<file path="config.mk">
export PLATFORM = sky130hd
export DESIGN_NAME = qsfc_frame_ctrl
export DESIGN_NICKNAME = d
export VERILOG_FILES = /design/src/logic/qsfc_baud_gen.v /design/src/logic/qsfc_frame_ctrl.v /design/src/logic/qsfc_sync2.v
export VERILOG_INCLUDE_DIRS = /design/src /design/src/common
export SDC_FILE = /design/constraint.sdc
export NUM_CORES = 1
export LEC_CHECK = 0
export BUFFER_PORTS_ARGS = -buffer_cell sky130_fd_sc_hd__buf_2
export CORE_MARGIN = 2
export CORE_UTILIZATION = 50
export DETAILED_ROUTE_END_ITERATION = 7
export HOLD_SLACK_MARGIN = 0.03
export PLACE_DENSITY = 0.74
export SYNTH_ARGS = -nofsm -noshare
export SYNTH_HDL_FRONTEND = slang
export SYNTH_SLANG_ARGS = --single-unit
</file>
<file path="constraint.sdc">
create_clock -name clk_sys -period 6.25 [get_ports clk_sys]
set_input_delay 1.25 -clock clk_sys [delete_from_list [all_inputs] [get_ports clk_sys]]
set_output_delay 1.25 -clock clk_sys [all_outputs]
set_load 0.01 [all_outputs]
</file>
<file path="src/common/qsfc_defs.vh">
// Constants of the quad serial flash frame controller
// ==========================================================================
// What this block does
// - memory_mode_select picks plain serial master or serial memory operation.
// - In memory operation, window accesses at 0x8000_0000 carry the data.
// - In memory operation, transmit and receive holding registers move no payload.
// - Single lane drives mosi out and samples miso in.
// - Dual uses io lanes 0 and 1, quad uses four; direction turns per phase.
// - Frame order: command, address, option, dummy, data; each phase only when enabled.
// - Address is 24 bits, or 32 bits when address_length_select is set.
// - Option code is 1, 2, 4 or 8 bits; software matches it to lanes.
// - lane_select_field picks single, dual or quad for command, address, option, data.
// - Separate enable bits gate command, address, option and data phases.
// - In memory operation, frame setup write without data phase starts the frame at once.
// - Frame with data phase waits for the first window access.
// - transfer_type_field selects register read, array read, register write, array write.
// - Array read frames carry the access address; non-sequential reads start new frames.
// - Other transfer types use the first access address only, later ones ignored.
// - continuous_read_enable turns on continuous read operation.
// - In continuous read, frames after the first omit the command phase.
// - dummy_count_field dummy cycles come before the read data phase.
// - Address-only frames use address_holding_reg; data frames use the window address.
// - Frame without data raises frame_done_flag when it ends on the lanes.
// - last_transfer_bit after the final access ends a data frame and raises the flag.
// - Baud generator makes the serial clock; phase and polarity are selectable.
// - Mode register sets transfer, clock-to-data and chip select gap delays.
`ifndef QSFC_DEFS_VH
`define QSFC_DEFS_VH
// ==========================================================================
// Register offsets
`define QSFC_OFS_MODE   8'h00
`define QSFC_OFS_SCLK   8'h04
`define QSFC_OFS_TXH    8'h08
`define QSFC_OFS_RXH    8'h0c
`define QSFC_OFS_ADDR   8'h10
`define QSFC_OFS_CODE   8'h14
`define QSFC_OFS_FRAME  8'h18
`define QSFC_OFS_STAT   8'h1c
`define QSFC_OFS_CTRL   8'h20
// ==========================================================================
// Fields
`define QSFC_MR_SMM     0
`define QSFC_MR_XFER    15:8
`define QSFC_MR_CLKD    23:16
`define QSFC_MR_CSD     31:24
`define QSFC_SC_CPOL    0
`define QSFC_SC_CPHA    1
`define QSFC_SC_BAUD    15:8
`define QSFC_IF_LANES   2:0
`define QSFC_IF_CMDEN   4
`define QSFC_IF_ADREN   5
`define QSFC_IF_OPTION_SEND_ENABLE   6
`define QSFC_IF_DATEN   7
`define QSFC_IF_OPTION_LENGTH_FIELD    9:8
`define QSFC_IF_ADRL    10
`define QSFC_IF_TTYPE   13:12
`define QSFC_IF_CRM     14
`define QSFC_IF_NDUM    20:16
`define QSFC_IF_MASK    32'h001f77f7
`define QSFC_IC_CMD     7:0
`define QSFC_IC_OPT     23:16
`define QSFC_CR_LAST    0
// ==========================================================================
// Codes and reset values
`define QSFC_LANES_DUAL 3'h1
`define QSFC_LANES_QUAD 3'h2
`define QSFC_TT_RDMEM   2'h1
`define QSFC_WIN_TOP    4'h8
`define QSFC_MODE_RST   32'h00000000
`define QSFC_SCLK_RST   16'h0000
`define QSFC_FRAME_RST  32'h00000000
`define QSFC_BYTE_BITS  6'd8
`define QSFC_ADR24_BITS 6'd24
`define QSFC_ADR32_BITS 6'd32
`endif

</file>
<file path="src/logic/qsfc_baud_gen.v">
// Baud tick generator for the serial clock
`timescale 1ns/1ps
module qsfc_baud_gen (
  // Clock and reset
  input  wire       clk_sys,
  input  wire       resetn,
  // Control
  input  wire       run,
  input  wire [7:0] div,
  // Half-period tick
  output reg        tick
);
  reg [8:0] cnt;

  // Period is div+2 so pin registers settle before each edge
  always @(posedge clk_sys) begin
    if (!resetn || !run) begin
      cnt  <= 9'h000;
      tick <= 1'b0;
    end else if (cnt == {1'b0, div} + 9'h001) begin
      cnt  <= 9'h000;
      tick <= 1'b1;
    end else begin
      cnt  <= cnt + 9'h001;
      tick <= 1'b0;
    end
  end
endmodule // qsfc_baud_gen

</file>
<file path="src/logic/qsfc_frame_ctrl.v">
// Quad serial flash frame controller top
`timescale 1ns/1ps
`include "qsfc_defs.vh"
module qsfc_frame_ctrl (
  // Clock and reset
  input  wire        clk_sys,
  input  wire        resetn,
  // Register port
  input  wire [7:0]  regAddr,
  input  wire [31:0] regWdata,
  input  wire        regWrite,
  input  wire        regRead,
  output reg  [31:0] regRdata,
  // Memory window
  input  wire        winReq,
  input  wire        winWrite,
  input  wire [31:0] winAddr,
  input  wire [7:0]  winWdata,
  output reg  [7:0]  winRdata,
  output reg         winDone,
  // Serial flash pins
  output reg         sclk,
  output reg         csn,
  output reg         mosi,
  input  wire        miso,
  output reg  [3:0]  ioOut,
  output reg  [3:0]  ioOe,
  input  wire [3:0]  ioIn
);
  // ==========================================================================
  // States
  localparam S_IDLE = 9'h001;
  localparam S_DLY  = 9'h002;
  localparam S_CMD  = 9'h004;
  localparam S_ADDR = 9'h008;
  localparam S_OPT  = 9'h010;
  localparam S_DUM  = 9'h020;
  localparam S_DATA = 9'h040;
  localparam S_WAIT = 9'h080;
  localparam S_END  = 9'h100;

  // ==========================================================================
  // Functions
  function [8:0] pickPhase;
    input [4:0] present;
    input [2:0] from;
    integer i;
    reg found;
    begin
      pickPhase = S_END;
      found = 1'b0;
      for (i = 0; i < 5; i = i + 1) begin
        if (!found && i >= from && present[i]) begin
          found = 1'b1;
          pickPhase = S_CMD << i;
        end
      end
    end
  endfunction

  function [2:0] laneCount;
    input [2:0] sel;
    begin
      if (sel == `QSFC_LANES_QUAD)
        laneCount = 3'h4;
      else if (sel == `QSFC_LANES_DUAL)
        laneCount = 3'h2;
      else
        laneCount = 3'h1;
    end
  endfunction

  function [7:0] shiftIn;
    input [7:0] cur;
    input [2:0] w;
    input [4:0] pins;
    begin
      if (w == 3'h4)
        shiftIn = {cur[3:0], pins[4:1]};
      else if (w == 3'h2)
        shiftIn = {cur[5:0], pins[2:1]};
      else
        shiftIn = {cur[6:0], pins[0]};
    end
  endfunction

  // ==========================================================================
  // Registers
  reg [31:0] modeCfg;
  reg [15:0] sclkCfg;
  reg [31:0] addrHold;
  reg [31:0] cmdCode;
  reg [31:0] frameSetup;
  reg [7:0]  rxHold;
  reg        frameDone;
  reg        lastReq;
  reg        armed;
  reg        goFrame;
  reg        crmActive;
  reg        accPend;
  reg        accWrite;
  reg [31:0] accAddr;
  reg [7:0]  accData;
  reg [31:0] expAddr;
  reg [31:0] frameAddr;
  reg [8:0]  state;
  reg [8:0]  dlyRet;
  reg [7:0]  dlyCnt;
  reg [2:0]  curW;
  reg        rxMode;
  reg        spiXfer;
  reg        beatHalf;
  reg [5:0]  bitsLeft;
  reg [31:0] txShift;
  reg [7:0]  rxShift;

  // ==========================================================================
  // Pin synchroniser and baud generator
  wire [4:0] pinSync;
  wire       tick;
  wire       shifting = |(state & (S_CMD | S_ADDR | S_OPT | S_DUM | S_DATA));

  qsfc_sync2 uSync (
    .clk_sys (clk_sys),
    .resetn  (resetn),
    .din     ({ioIn, miso}),
    .dout    (pinSync)
  );

  qsfc_baud_gen uBaud (
    .clk_sys (clk_sys),
    .resetn  (resetn),
    .run     (shifting),
    .div     (sclkCfg[`QSFC_SC_BAUD]),
    .tick    (tick)
  );

  // ==========================================================================
  // Phase selection
  wire       memMode  = modeCfg[`QSFC_MR_SMM];
  wire [1:0] tType    = frameSetup[`QSFC_IF_TTYPE];
  wire       cpol     = sclkCfg[`QSFC_SC_CPOL];
  wire       cpha     = sclkCfg[`QSFC_SC_CPHA];
  wire       payload_phase_enable   = frameSetup[`QSFC_IF_DATEN];
  wire       crmRead  = frameSetup[`QSFC_IF_CRM] && tType == `QSFC_TT_RDMEM;
  wire       skipCmd  = crmRead && crmActive;
  wire [4:0] present  = {payload_phase_enable, frameSetup[`QSFC_IF_NDUM] != 5'h00,
                         frameSetup[`QSFC_IF_OPTION_SEND_ENABLE], frameSetup[`QSFC_IF_ADREN],
                         frameSetup[`QSFC_IF_CMDEN] && !skipCmd};
  wire [31:0] startAddr = payload_phase_enable ? accAddr : addrHold;
  wire [31:0] phAddr    = (state == S_IDLE) ? startAddr : frameAddr;
  wire [2:0] stepW    = (state == S_DUM) ? 3'h1 : curW;
  wire       sampling = (state == S_DATA) && rxMode;
  wire [7:0] rxNow    = shiftIn(rxShift, curW, pinSync);
  wire [7:0] rxFinal  = cpha ? rxNow : rxShift;
  wire       txSend   = |(state & (S_CMD | S_ADDR | S_OPT)) ||
                        (state == S_DATA && (!rxMode || spiXfer));
  reg  [2:0] curIdx;
  reg [31:0] loadShift;
  reg  [5:0] loadBits;

  always @* begin
    case (state)
      S_ADDR:  curIdx = 3'h1;
      S_OPT:   curIdx = 3'h2;
      S_DUM:   curIdx = 3'h3;
      S_DATA:  curIdx = 3'h4;
      default: curIdx = 3'h0;
    endcase
  end

  wire [2:0] fromIdx = (state == S_IDLE) ? 3'h0 : curIdx + 3'h1;
  wire [8:0] nextPh  = pickPhase(present, fromIdx);

  always @* begin
    loadShift = 32'h00000000;
    loadBits  = 6'd0;
    case (nextPh)
      S_CMD: begin
        loadShift = {cmdCode[`QSFC_IC_CMD], 24'h000000};
        loadBits  = `QSFC_BYTE_BITS;
      end
      S_ADDR: begin
        if (frameSetup[`QSFC_IF_ADRL]) begin
          loadShift = phAddr;
          loadBits  = `QSFC_ADR32_BITS;
        end else begin
          loadShift = {phAddr[23:0], 8'h00};
          loadBits  = `QSFC_ADR24_BITS;
        end
      end
      S_OPT: begin
        loadShift = {cmdCode[`QSFC_IC_OPT], 24'h000000};
        loadBits  = 6'd1 << frameSetup[`QSFC_IF_OPTION_LENGTH_FIELD];
      end
      S_DUM: begin
        loadBits  = {1'b0, frameSetup[`QSFC_IF_NDUM]};
      end
      S_DATA: begin
        loadShift = {accData, 24'h000000};
        loadBits  = `QSFC_BYTE_BITS;
      end
      default: begin
        loadBits  = 6'd0;
      end
    endcase
  end

  // ==========================================================================
  // Register writes, window requests and frame engine
  wire wrFrame = regWrite && regAddr == `QSFC_OFS_FRAME;
  wire inWin   = winAddr[31:28] == `QSFC_WIN_TOP;

  always @(posedge clk_sys) begin
    if (!resetn) begin
      modeCfg    <= `QSFC_MODE_RST;
      sclkCfg    <= `QSFC_SCLK_RST;
      addrHold   <= 32'h00000000;
      cmdCode    <= 32'h00000000;
      frameSetup <= `QSFC_FRAME_RST;
      rxHold     <= 8'h00;
      frameDone  <= 1'b0;
      lastReq    <= 1'b0;
      armed      <= 1'b0;
      goFrame    <= 1'b0;
      crmActive  <= 1'b0;
      accPend    <= 1'b0;
      accWrite   <= 1'b0;
      accAddr    <= 32'h00000000;
      accData    <= 8'h00;
      expAddr    <= 32'h00000000;
      frameAddr  <= 32'h00000000;
      state      <= S_IDLE;
      dlyRet     <= S_IDLE;
      dlyCnt     <= 8'h00;
      curW       <= 3'h1;
      rxMode     <= 1'b0;
      spiXfer    <= 1'b0;
      beatHalf   <= 1'b0;
      bitsLeft   <= 6'd0;
      txShift    <= 32'h00000000;
      rxShift    <= 8'h00;
      winDone    <= 1'b0;
      winRdata   <= 8'h00;
      sclk       <= 1'b0;
      csn        <= 1'b1;
    end else begin
      winDone <= 1'b0;
      // Read byte stands only beside its done pulse
      winRdata <= 8'h00;
      if (regWrite) begin
        case (regAddr)
          `QSFC_OFS_MODE: modeCfg  <= regWdata;
          `QSFC_OFS_SCLK: sclkCfg  <= regWdata[15:0];
          `QSFC_OFS_ADDR: addrHold <= regWdata;
          `QSFC_OFS_CODE: cmdCode  <= regWdata;
          `QSFC_OFS_CTRL: begin
            if (regWdata[`QSFC_CR_LAST])
              lastReq <= 1'b1;
          end
          default: begin
          end
        endcase
      end
      if (wrFrame) begin
        frameSetup <= regWdata & `QSFC_IF_MASK;
        crmActive  <= 1'b0;
        armed      <= memMode && regWdata[`QSFC_IF_DATEN];
        goFrame    <= memMode && !regWdata[`QSFC_IF_DATEN];
      end
      // Clear on read; a set later in this block still wins
      if (regRead && regAddr == `QSFC_OFS_STAT)
        frameDone <= 1'b0;
      if (winReq) begin
        if (memMode && inWin && !accPend) begin
          accPend  <= 1'b1;
          accWrite <= winWrite;
          accAddr  <= {4'h0, winAddr[27:0]};
          accData  <= winWdata;
        end else begin
          winDone  <= 1'b1;
          winRdata <= 8'h00;
        end
      end
      case (state)
        S_IDLE: begin
          sclk     <= cpol;
          spiXfer  <= 1'b0;
          beatHalf <= 1'b0;
          if ((armed && accPend) || goFrame) begin
            goFrame   <= 1'b0;
            csn       <= 1'b0;
            frameAddr <= startAddr;
            expAddr   <= accAddr;
            txShift   <= loadShift;
            bitsLeft  <= loadBits;
            curW      <= laneCount(frameSetup[`QSFC_IF_LANES]);
            rxMode    <= !tType[1];
            dlyCnt    <= modeCfg[`QSFC_MR_CLKD];
            dlyRet    <= nextPh;
            state     <= S_DLY;
          end else if (armed && lastReq) begin
            armed     <= 1'b0;
            lastReq   <= 1'b0;
            frameDone <= 1'b1;
          end else if (regWrite && regAddr == `QSFC_OFS_TXH && !memMode) begin
            spiXfer  <= 1'b1;
            csn      <= 1'b0;
            txShift  <= {regWdata[7:0], 24'h000000};
            bitsLeft <= `QSFC_BYTE_BITS;
            curW     <= 3'h1;
            rxMode   <= 1'b1;
            dlyCnt   <= modeCfg[`QSFC_MR_CLKD];
            dlyRet   <= S_DATA;
            state    <= S_DLY;
          end
        end
        S_DLY: begin
          if (dlyCnt == 8'h00)
            state <= dlyRet;
          else
            dlyCnt <= dlyCnt - 8'h01;
        end
        S_CMD, S_ADDR, S_OPT, S_DUM, S_DATA: begin
          if (tick) begin
            sclk <= ~sclk;
            if (!beatHalf) begin
              beatHalf <= 1'b1;
              if (!cpha && sampling)
                rxShift <= rxNow;
            end else begin
              beatHalf <= 1'b0;
              if (cpha && sampling)
                rxShift <= rxNow;
              txShift <= txShift << stepW;
              if (bitsLeft > {3'b000, stepW}) begin
                bitsLeft <= bitsLeft - {3'b000, stepW};
              end else if (state == S_DATA) begin
                accPend  <= 1'b0;
                winDone  <= !spiXfer;
                winRdata <= (rxMode && !spiXfer) ? rxFinal : 8'h00;
                if (spiXfer) begin
                  rxHold <= rxFinal;
                  state  <= S_END;
                end else begin
                  expAddr <= accAddr + 32'h00000001;
                  dlyCnt  <= modeCfg[`QSFC_MR_XFER];
                  dlyRet  <= S_WAIT;
                  state   <= S_DLY;
                end
              end else begin
                state    <= nextPh;
                txShift  <= loadShift;
                bitsLeft <= loadBits;
              end
            end
          end
        end
        S_WAIT: begin
          if (accPend) begin
            if (tType == `QSFC_TT_RDMEM && !accWrite && accAddr != expAddr) begin
              state <= S_END;
            end else begin
              txShift  <= {accData, 24'h000000};
              bitsLeft <= `QSFC_BYTE_BITS;
              state    <= S_DATA;
            end
          end else if (lastReq) begin
            lastReq <= 1'b0;
            armed   <= 1'b0;
            state   <= S_END;
          end
        end
        S_END: begin
          csn   <= 1'b1;
          sclk  <= cpol;
          if (!spiXfer && !(armed && accPend))
            frameDone <= 1'b1;
          if (!spiXfer && crmRead && payload_phase_enable)
            crmActive <= 1'b1;
          dlyCnt <= modeCfg[`QSFC_MR_CSD];
          dlyRet <= S_IDLE;
          state  <= S_DLY;
        end
        default: state <= S_IDLE;
      endcase
    end
  end

  // ==========================================================================
  // Lane drivers, registered; released while receiving or in dummy cycles
  always @(posedge clk_sys) begin
    if (!resetn) begin
      mosi  <= 1'b0;
      ioOut <= 4'h0;
      ioOe  <= 4'h0;
    end else begin
      mosi <= txSend && curW == 3'h1 && txShift[31];
      if (txSend && curW == 3'h4) begin
        ioOut <= txShift[31:28];
        ioOe  <= 4'hf;
      end else if (txSend && curW == 3'h2) begin
        ioOut <= {2'b00, txShift[31:30]};
        ioOe  <= 4'h3;
      end else begin
        ioOut <= 4'h0;
        ioOe  <= 4'h0;
      end
    end
  end

  // ==========================================================================
  // Register read data, valid one cycle after the strobe only
  always @(posedge clk_sys) begin
    if (!resetn || !regRead) begin
      regRdata <= 32'h00000000;
    end else begin
      case (regAddr)
        `QSFC_OFS_MODE:  regRdata <= modeCfg;
        `QSFC_OFS_SCLK:  regRdata <= {16'h0000, sclkCfg};
        `QSFC_OFS_RXH:   regRdata <= {24'h000000, rxHold};
        `QSFC_OFS_ADDR:  regRdata <= addrHold;
        `QSFC_OFS_CODE:  regRdata <= cmdCode;
        `QSFC_OFS_FRAME: regRdata <= frameSetup;
        `QSFC_OFS_STAT:  regRdata <= {29'h0, armed, state != S_IDLE, frameDone};
        default:         regRdata <= 32'h00000000;
      endcase
    end
  end
endmodule // qsfc_frame_ctrl

</file>
<file path="src/logic/qsfc_sync2.v">
// Two-stage synchroniser for the serial input pins
`timescale 1ns/1ps
module qsfc_sync2 (
  // Clock and reset
  input  wire       clk_sys,
  input  wire       resetn,
  // Pins in, synchronised out
  input  wire [4:0] din,
  output reg  [4:0] dout
);
  reg [4:0] stage1;

  always @(posedge clk_sys) begin
    if (!resetn) begin
      stage1 <= 5'h00;
      dout   <= 5'h00;
    end else begin
      stage1 <= din;
      dout   <= stage1;
    end
  end
endmodule // qsfc_sync2
</file>
==> summary.md, run 1 <==
| Metric | Value |
|---|---|
| WL per Instance | `23.0 um` |
| Final setup fails | `0` |
| Reg2Reg Launch Point | `state[5]` |
| IO Port Bufs | `142` |
| Crit path launch type | `flop` |
| 1st-pass router iterations | `8` |
| Die area | `40700 sq um` |
| Met2 Use GR | `52.6%` |
| Cell area after layout | `22100 sq um` |
| Syn_nets | `2593` |
| Most Used Layer, Global Route | `met2` |
| Initial core utilization | `50.7%` |
| Cell row count | `72` |
| Post-CTS setup buffers | `0` |
| Largest fanout on the critical path | `25` |
| PostCTS Resize Cnt | `0` |
| Gpl congestion | `0.951` |
| First-pass GRT wire length | `109 mm` |
| Max-cap viol count | `0` |
| Fraction of registers with async set or reset after synthesis | `0%` |
| Post-Syn Area | `19600 sq um` |
| Min-Delay Path Class | `reg -> reg` |
| R2r endpoint | `dlyCnt[7]` |
| Crit Path Category | `reg -> reg` |
| Critical path origin | `state[5]` |
| Fmax | `195 MHz` |
| Htree depth | `2` |
| Yosys warnings | `0` |
| Met1 GRT Util | `46.3%` |
| CP max stage delay | `600 ps` |
| Max-slew violation count | `0` |
| Die Y | `202 um` |
| Final ANT Viol Nets | `0` |
| Core area | `38600 sq um` |
| Routed via count | `19600` |
| Number of global-route vias before repair | `18200` |
| Layout net count | `2626` |
| Met3 GRT Util | `5.69%` |
| Share of layout cells above drive strength 1 | `12.4%` |
| Io pins | `143` |
| Largest net degree at the start of global routing | `160` |
| GRT Total Usage | `33.9%` |
| Reg clk slew, reported paths | `60 ps` |
| Number of synthesized flops with an enable pin | `0` |
| Iteration-0 DRC Markers | `2563` |
| Setup TNS | `0 ps` |
| Max-slew headroom | `10.7%` |
| Die boundary width | `202 um` |
| Leak | `7.78 nW` |
| Final worst-path cycle share | `81.9%` |
| Initial antenna violation count | `2` |
| Status | `complete, no violations` |
| TritonCTS buffer count | `43` |
| Placement Cell Area | `20600 sq um` |
| Mapped Cells | `2492` |
| Syn avg cell area | `7.86 sq um` |
| Worst Skew | `16.2 ps` |
| Worst path slowest cell | `nor3b_1` |
| CP Capture Type | `flop` |
| Synth cell types | `84` |
| Critical Path AT | `5560 ps` |
| Critical path endpoint | `dlyCnt[7]` |
| Clk_lat worst skew | `580 ps` |
| Hold buffers post-CTS | `0` |
| Critical path, cell by cell | `nor3b_1 > a31oi_1 > clkinv_1 > buf_4 > ha_1 > inv_1 > fa_1 > a21oi_1 > o211ai_1 > o32a_1 > a211o_1 > nand2_1 > a21oi_1 > a21oi_1 > nor2_1` |
| RSZ-0062 raised after global routing | `no` |
| Via-to-Cell Ratio | `6.38` |
| Synthesis-stage register bit count | `389` |
| Total power | `6.38 mW` |
| Reg2reg path depth | `15` |
| Flop-to-flop setup slack | `1130 ps` |
| Seq/Total Area, Yosys | `39.8%` |
| Total power divided by cell area | `288 nW/um^2` |
| VDD IR max | `207 uV` |
| WL final | `70.8 mm` |
| CTS tree | `done` |
| Top_reg_cell synth | `dfxtp_1` |
| Fin. Hold Viols | `0` |
| Worst-Margin Slew | `1330 ps` |
| Min Tclk post-route | `5120 ps` |
| DPL Wire Length | `49.6 mm` |
| Layout area overhead | `13.0%` |
| CTS root buf | `clkbuf_16` |
| Clk sinks | `389` |
| Critical Path RT | `6690 ps` |
| Most used cell, CP | `a21oi_1` |
| Grt total ovfl | `0` |
| DR DRC count | `0` |
| CTS Buffer Depth | `3` |
==> area by class of cell <==
| type | instances | area (sq um) |
|---|---|---|
| inverter | 40 | 158 |
| clock inverter | 22 | 319 |
| antenna | 1 | 2.50 |
| clock buffer | 57 | 1210 |
| multi-input combinational | 1860 | 10900 |
| sequential | 389 | 7790 |
| fill | 3526 | 16500 |
| tap | 518 | 648 |
| timing repair buffer | 191 | 1090 |
==> synth_stat cells (18+ instances only) <==
master    instances  area (sq um)
nand2_1         464          1740
dfxtp_1         389          7790
a21oi_1         252          1260
nor2_1          235           882
clkbuf_1        165           619
mux2i_1          88           881
a211oi_1         80           601
o21ai_0          78           390
a22oi_1          67           503
xor2_1           55           482
nand3_1          52           260
inv_1            36           135
a31oi_1          35           219
nor3_1           35           175
and2_1           27           169
nand4_1          25           156
xnor2_1          24           210
buf_2            21           105
o211ai_1         21           158
a221oi_1         18           158
==> where the power goes <==
group / leakage, nW / internal (mW) / switching (mW) / total [mW]
Sequential: 3.14 / 2.55 / 0.0953 / 2.64
Clock: 0.753 / 1.66 / 1.11 / 2.77
Combinational: 3.89 / 0.327 / 0.644 / 0.971
Total: 7.78 / 4.53 / 1.85 / 6.38
==> state kept, by name, indices dropped and copies added (netlist names), 16 cells and up <==
signal,cells
accAddr,28
addrHold,32
cmdCode,32
expAddr,29
frameAddr,32
frameSetup,18
modeCfg,32
regRdata,32
sclkCfg,16
txShift,32
==> per-stage QoR <==
step	hold slack, ps	instances	setup slack [ps]	utilization [%]
4_1_cts	435	3077	1240	57.2
2_1_floorplan	412	2492	1820	-
5_1_grt	456	3077	772	57.2
3_3_place_gp	421	2998	1340	53.3
3_5_place_dp	421	2998	1270	53.3
6_report	435	3078	1130	57.3
==> worst max-delay path: cells and delay by family (launching register included) <==
| family | cells | cell delay, ps |
|---|---|---|
| compound gates | 7 | 2130 |
| fa+ha+maj | 2 | 610 |
| buf+inv | 3 | 510 |
| flops | 1 | 550 |
| simple gates | 3 | 1160 |
==> routing by layer <==
layer / wire (um) / part of all wire, %
met1: 29100 / 41
met2: 31000 / 44
met3: 7150 / 10
met4: 3530 / 5.0
met5: 0 / 0
==> how the worst min path moves through the flow <==
stage                               start            end  slack, ps  cells past startpoint
after global routing      uSync.stage1[4]  uSync.dout[4]        460                      1
final                     uSync.stage1[4]  uSync.dout[4]        430                      1
after floorplan           uSync.stage1[0]  uSync.dout[0]        410                      1
after detailed placement  uSync.stage1[2]  uSync.dout[2]        420                      1
after CTS                 uSync.stage1[2]  uSync.dout[2]        430                      1
after global placement    uSync.stage1[1]  uSync.dout[1]        420                      1
==> cells in the final DEF, fill, tap and decap left out, types with 16 or more instances in the layout <==
cell type  Yosys  final
nand2_1      464    464
dfxtp_1      389    388
a21oi_1      252    251
nor2_1       235    227
buf_2         21    142
mux2i_1       88     88
a211oi_1      80     80
o21ai_0       78     78
a22oi_1       67     67
xor2_1        55     55
nand3_1       52     52
buf_4          4     48
clkbuf_16      0     43
inv_1         36     36
a31oi_1       35     35
nor3_1        35     35
and2_1        27     27
nand4_1       25     25
xnor2_1       24     24
o211ai_1      21     21
a221oi_1      18     18
and3_1        16     16
o22ai_1       16     16
==> kinds of logic after synthesis <==
family                     count (synthesis)  share of synthesized area [%]
AOI/OAI and AO/OA                        709                           23.9
DFF                                      389                           39.8
adders and majority gates                 10                          0.678
buffers and inverters                    243                           4.87
muxes                                    104                           5.54
and+or+nand+nor                          958                           21.7
xor gates and xnor gates                  79                           3.53
Power figures use the tool's default switching activity.
==> inputs of run 2 (changes only) <==
clock period = 5 ns   (was 6.25 ns; I/O delays follow)
==> run 2 against run 1 <==
- highest routed layer is now met5
- die area did not move
- fmax rose by 14%
- sequential share of layout area fell by 0.32 points
- count of clock-buffer cells in the layout fell by 6
- critical endpoint is now bitsLeft[1]
- clock skew rose by 3.9 ps
- critical path depth fell by 4
==> summary.md, run 2 (synthesis gave the netlist of run 1 again) <==
| Metric | Value |
|---|---|
| Status | `complete, no violations` |
| CP Capture Type | `flop` |
| Crit Path Category | `reg -> reg` |
| Share of layout cells above drive strength 1 | `13.1%` |
| Placed cell count | `3012` |
| CTS tree | `done` |
| Die area | `40700 sq um` |
| Fin. Hold Viols | `0` |
| Critical Path RT | `5520 ps` |
| Clk_lat worst skew | `600 ps` |
| Commonest non-fill, non-tap cell in the layout | `nand2_1` |
| DR DRC count | `0` |
| Total power | `8.16 mW` |
| Core area | `38600 sq um` |
| Via-to-Cell Ratio | `6.33` |
| Io pins | `143` |
| Worst Skew | `20.1 ps` |
| VDD IR max | `277 uV` |
| Max-slew headroom | `20.8%` |
| GRT Total Usage | `33.7%` |
| Initial core utilization | `50.7%` |
| WL final | `70.7 mm` |
| Final ANT Viol Nets | `0` |
| TritonCTS buffer count | `43` |
| Cell row count | `72` |
| Fmax | `222 MHz` |
| CTS Buffer Depth | `3` |
| Htree depth | `2` |
| CTS root buf | `clkbuf_16` |
| Total power divided by cell area | `365 nW/um^2` |
| Max-cap viol count | `0` |
| Layout area overhead | `14.1%` |
| Largest fanout on the critical path | `14` |
| Routed via count | `19600` |
| Largest net degree at the start of global routing | `151` |
| RSZ-0062 raised after global routing | `no` |
| DPL Wire Length | `49.9 mm` |
| Final std cells w/o fill | `3091` |
| First-pass GRT wire length | `108 mm` |
| Min-Delay Path Class | `reg -> reg` |
| Iteration-0 DRC Markers | `2466` |
| PostCTS Resize Cnt | `0` |
| Critical Path AT | `5020 ps` |
| Reg clk slew, reported paths | `60 ps` |
| WL per Instance | `22.9 um` |
| Clk sinks | `389` |
| Gpl congestion | `0.973` |
| Post-CTS setup buffers | `0` |
| Die boundary width | `202 um` |
| Worst-Margin Slew | `1180 ps` |
| 1st-pass router iterations | `6` |
| Layout net count | `2640` |
| Hold buffers post-CTS | `0` |
| Initial antenna violation count | `2` |
| IO Port Bufs | `142` |
| Final worst-path cycle share | `90.0%` |
| Die Y | `202 um` |
| Final setup fails | `0` |
| Max-slew violation count | `0` |
| Leak | `7.89 nW` |
| Cell area after layout | `22300 sq um` |
| Min Tclk post-route | `4500 ps` |
| Grt total ovfl | `0` |
| Setup TNS | `0 ps` |
| Commonest non-fill, non-tap cells in the layout | `464 x nand2_1, 388 x dfxtp_1, 251 x a21oi_1, 227 x nor2_1, 142 x buf_2` |
| Number of global-route vias before repair | `18200` |
| Crit path launch type | `flop` |
| Placement Cell Area | `20700 sq um` |
| Util after Layout | `57.8%` |
run 2: final cells by class:
type                       instances  area [sq um]
sequential                       389          7790
clock buffer                      51          1190
inverter                          40           158
timing repair buffer             205          1210
fill                            3511         16300
tap                              518           648
antenna                            1          2.50
multi-input combinational       1860         10900
clock inverter                    27           435
run 2: power breakdown:
group | internal (mW) | switching [mW]
Combinational | 0.429 | 0.794
Clock | 2.22 | 1.42
Sequential | 3.19 | 0.108
Total | 5.84 | 2.32
run 2: path summary, 6_finish.rpt:
kind / from / end / slack [ps] / depth (start not counted)
max reg2reg: state[8] / bitsLeft[1] / 500 / 11
min: uSync.stage1[4] / uSync.dout[4] / 440 / 1
max: state[8] / bitsLeft[1] / 500 / 11
min reg2reg: uSync.stage1[4] / uSync.dout[4] / 440 / 1
run 2: worst max-delay path: stages (launching register included):
cell,delay [ps]
dfxtp_1,390
or4_1,670
nor4_1,540
ha_1,310
nor2b_1,60
a31oi_1,170
a2bb2oi_1,490
o211ai_1,220
nor2_1,840
a32oi_1,220
or3_1,340
a31oi_1,170
run 2: per-stage QoR:
step | setup slack (ps) | hold slack [ps]
floorplan | 570 | 412
global placement | 832 | 421
detailed placement | 639 | 422
CTS | 600 | 435
global route | 255 | 439
finish | 502 | 437
run 2: per-layer routing:
layer / vias to the layer above / part of all wire [%] / global-route usage (%)
li1: 9019 / - / -
met2: 994 / 45 / 52.8
met1: 9371 / 42 / 45.1
met3: 193 / 9.2 / 6.34
met5: - / 0.025 / 0
met4: 4 / 4.7 / 15.9
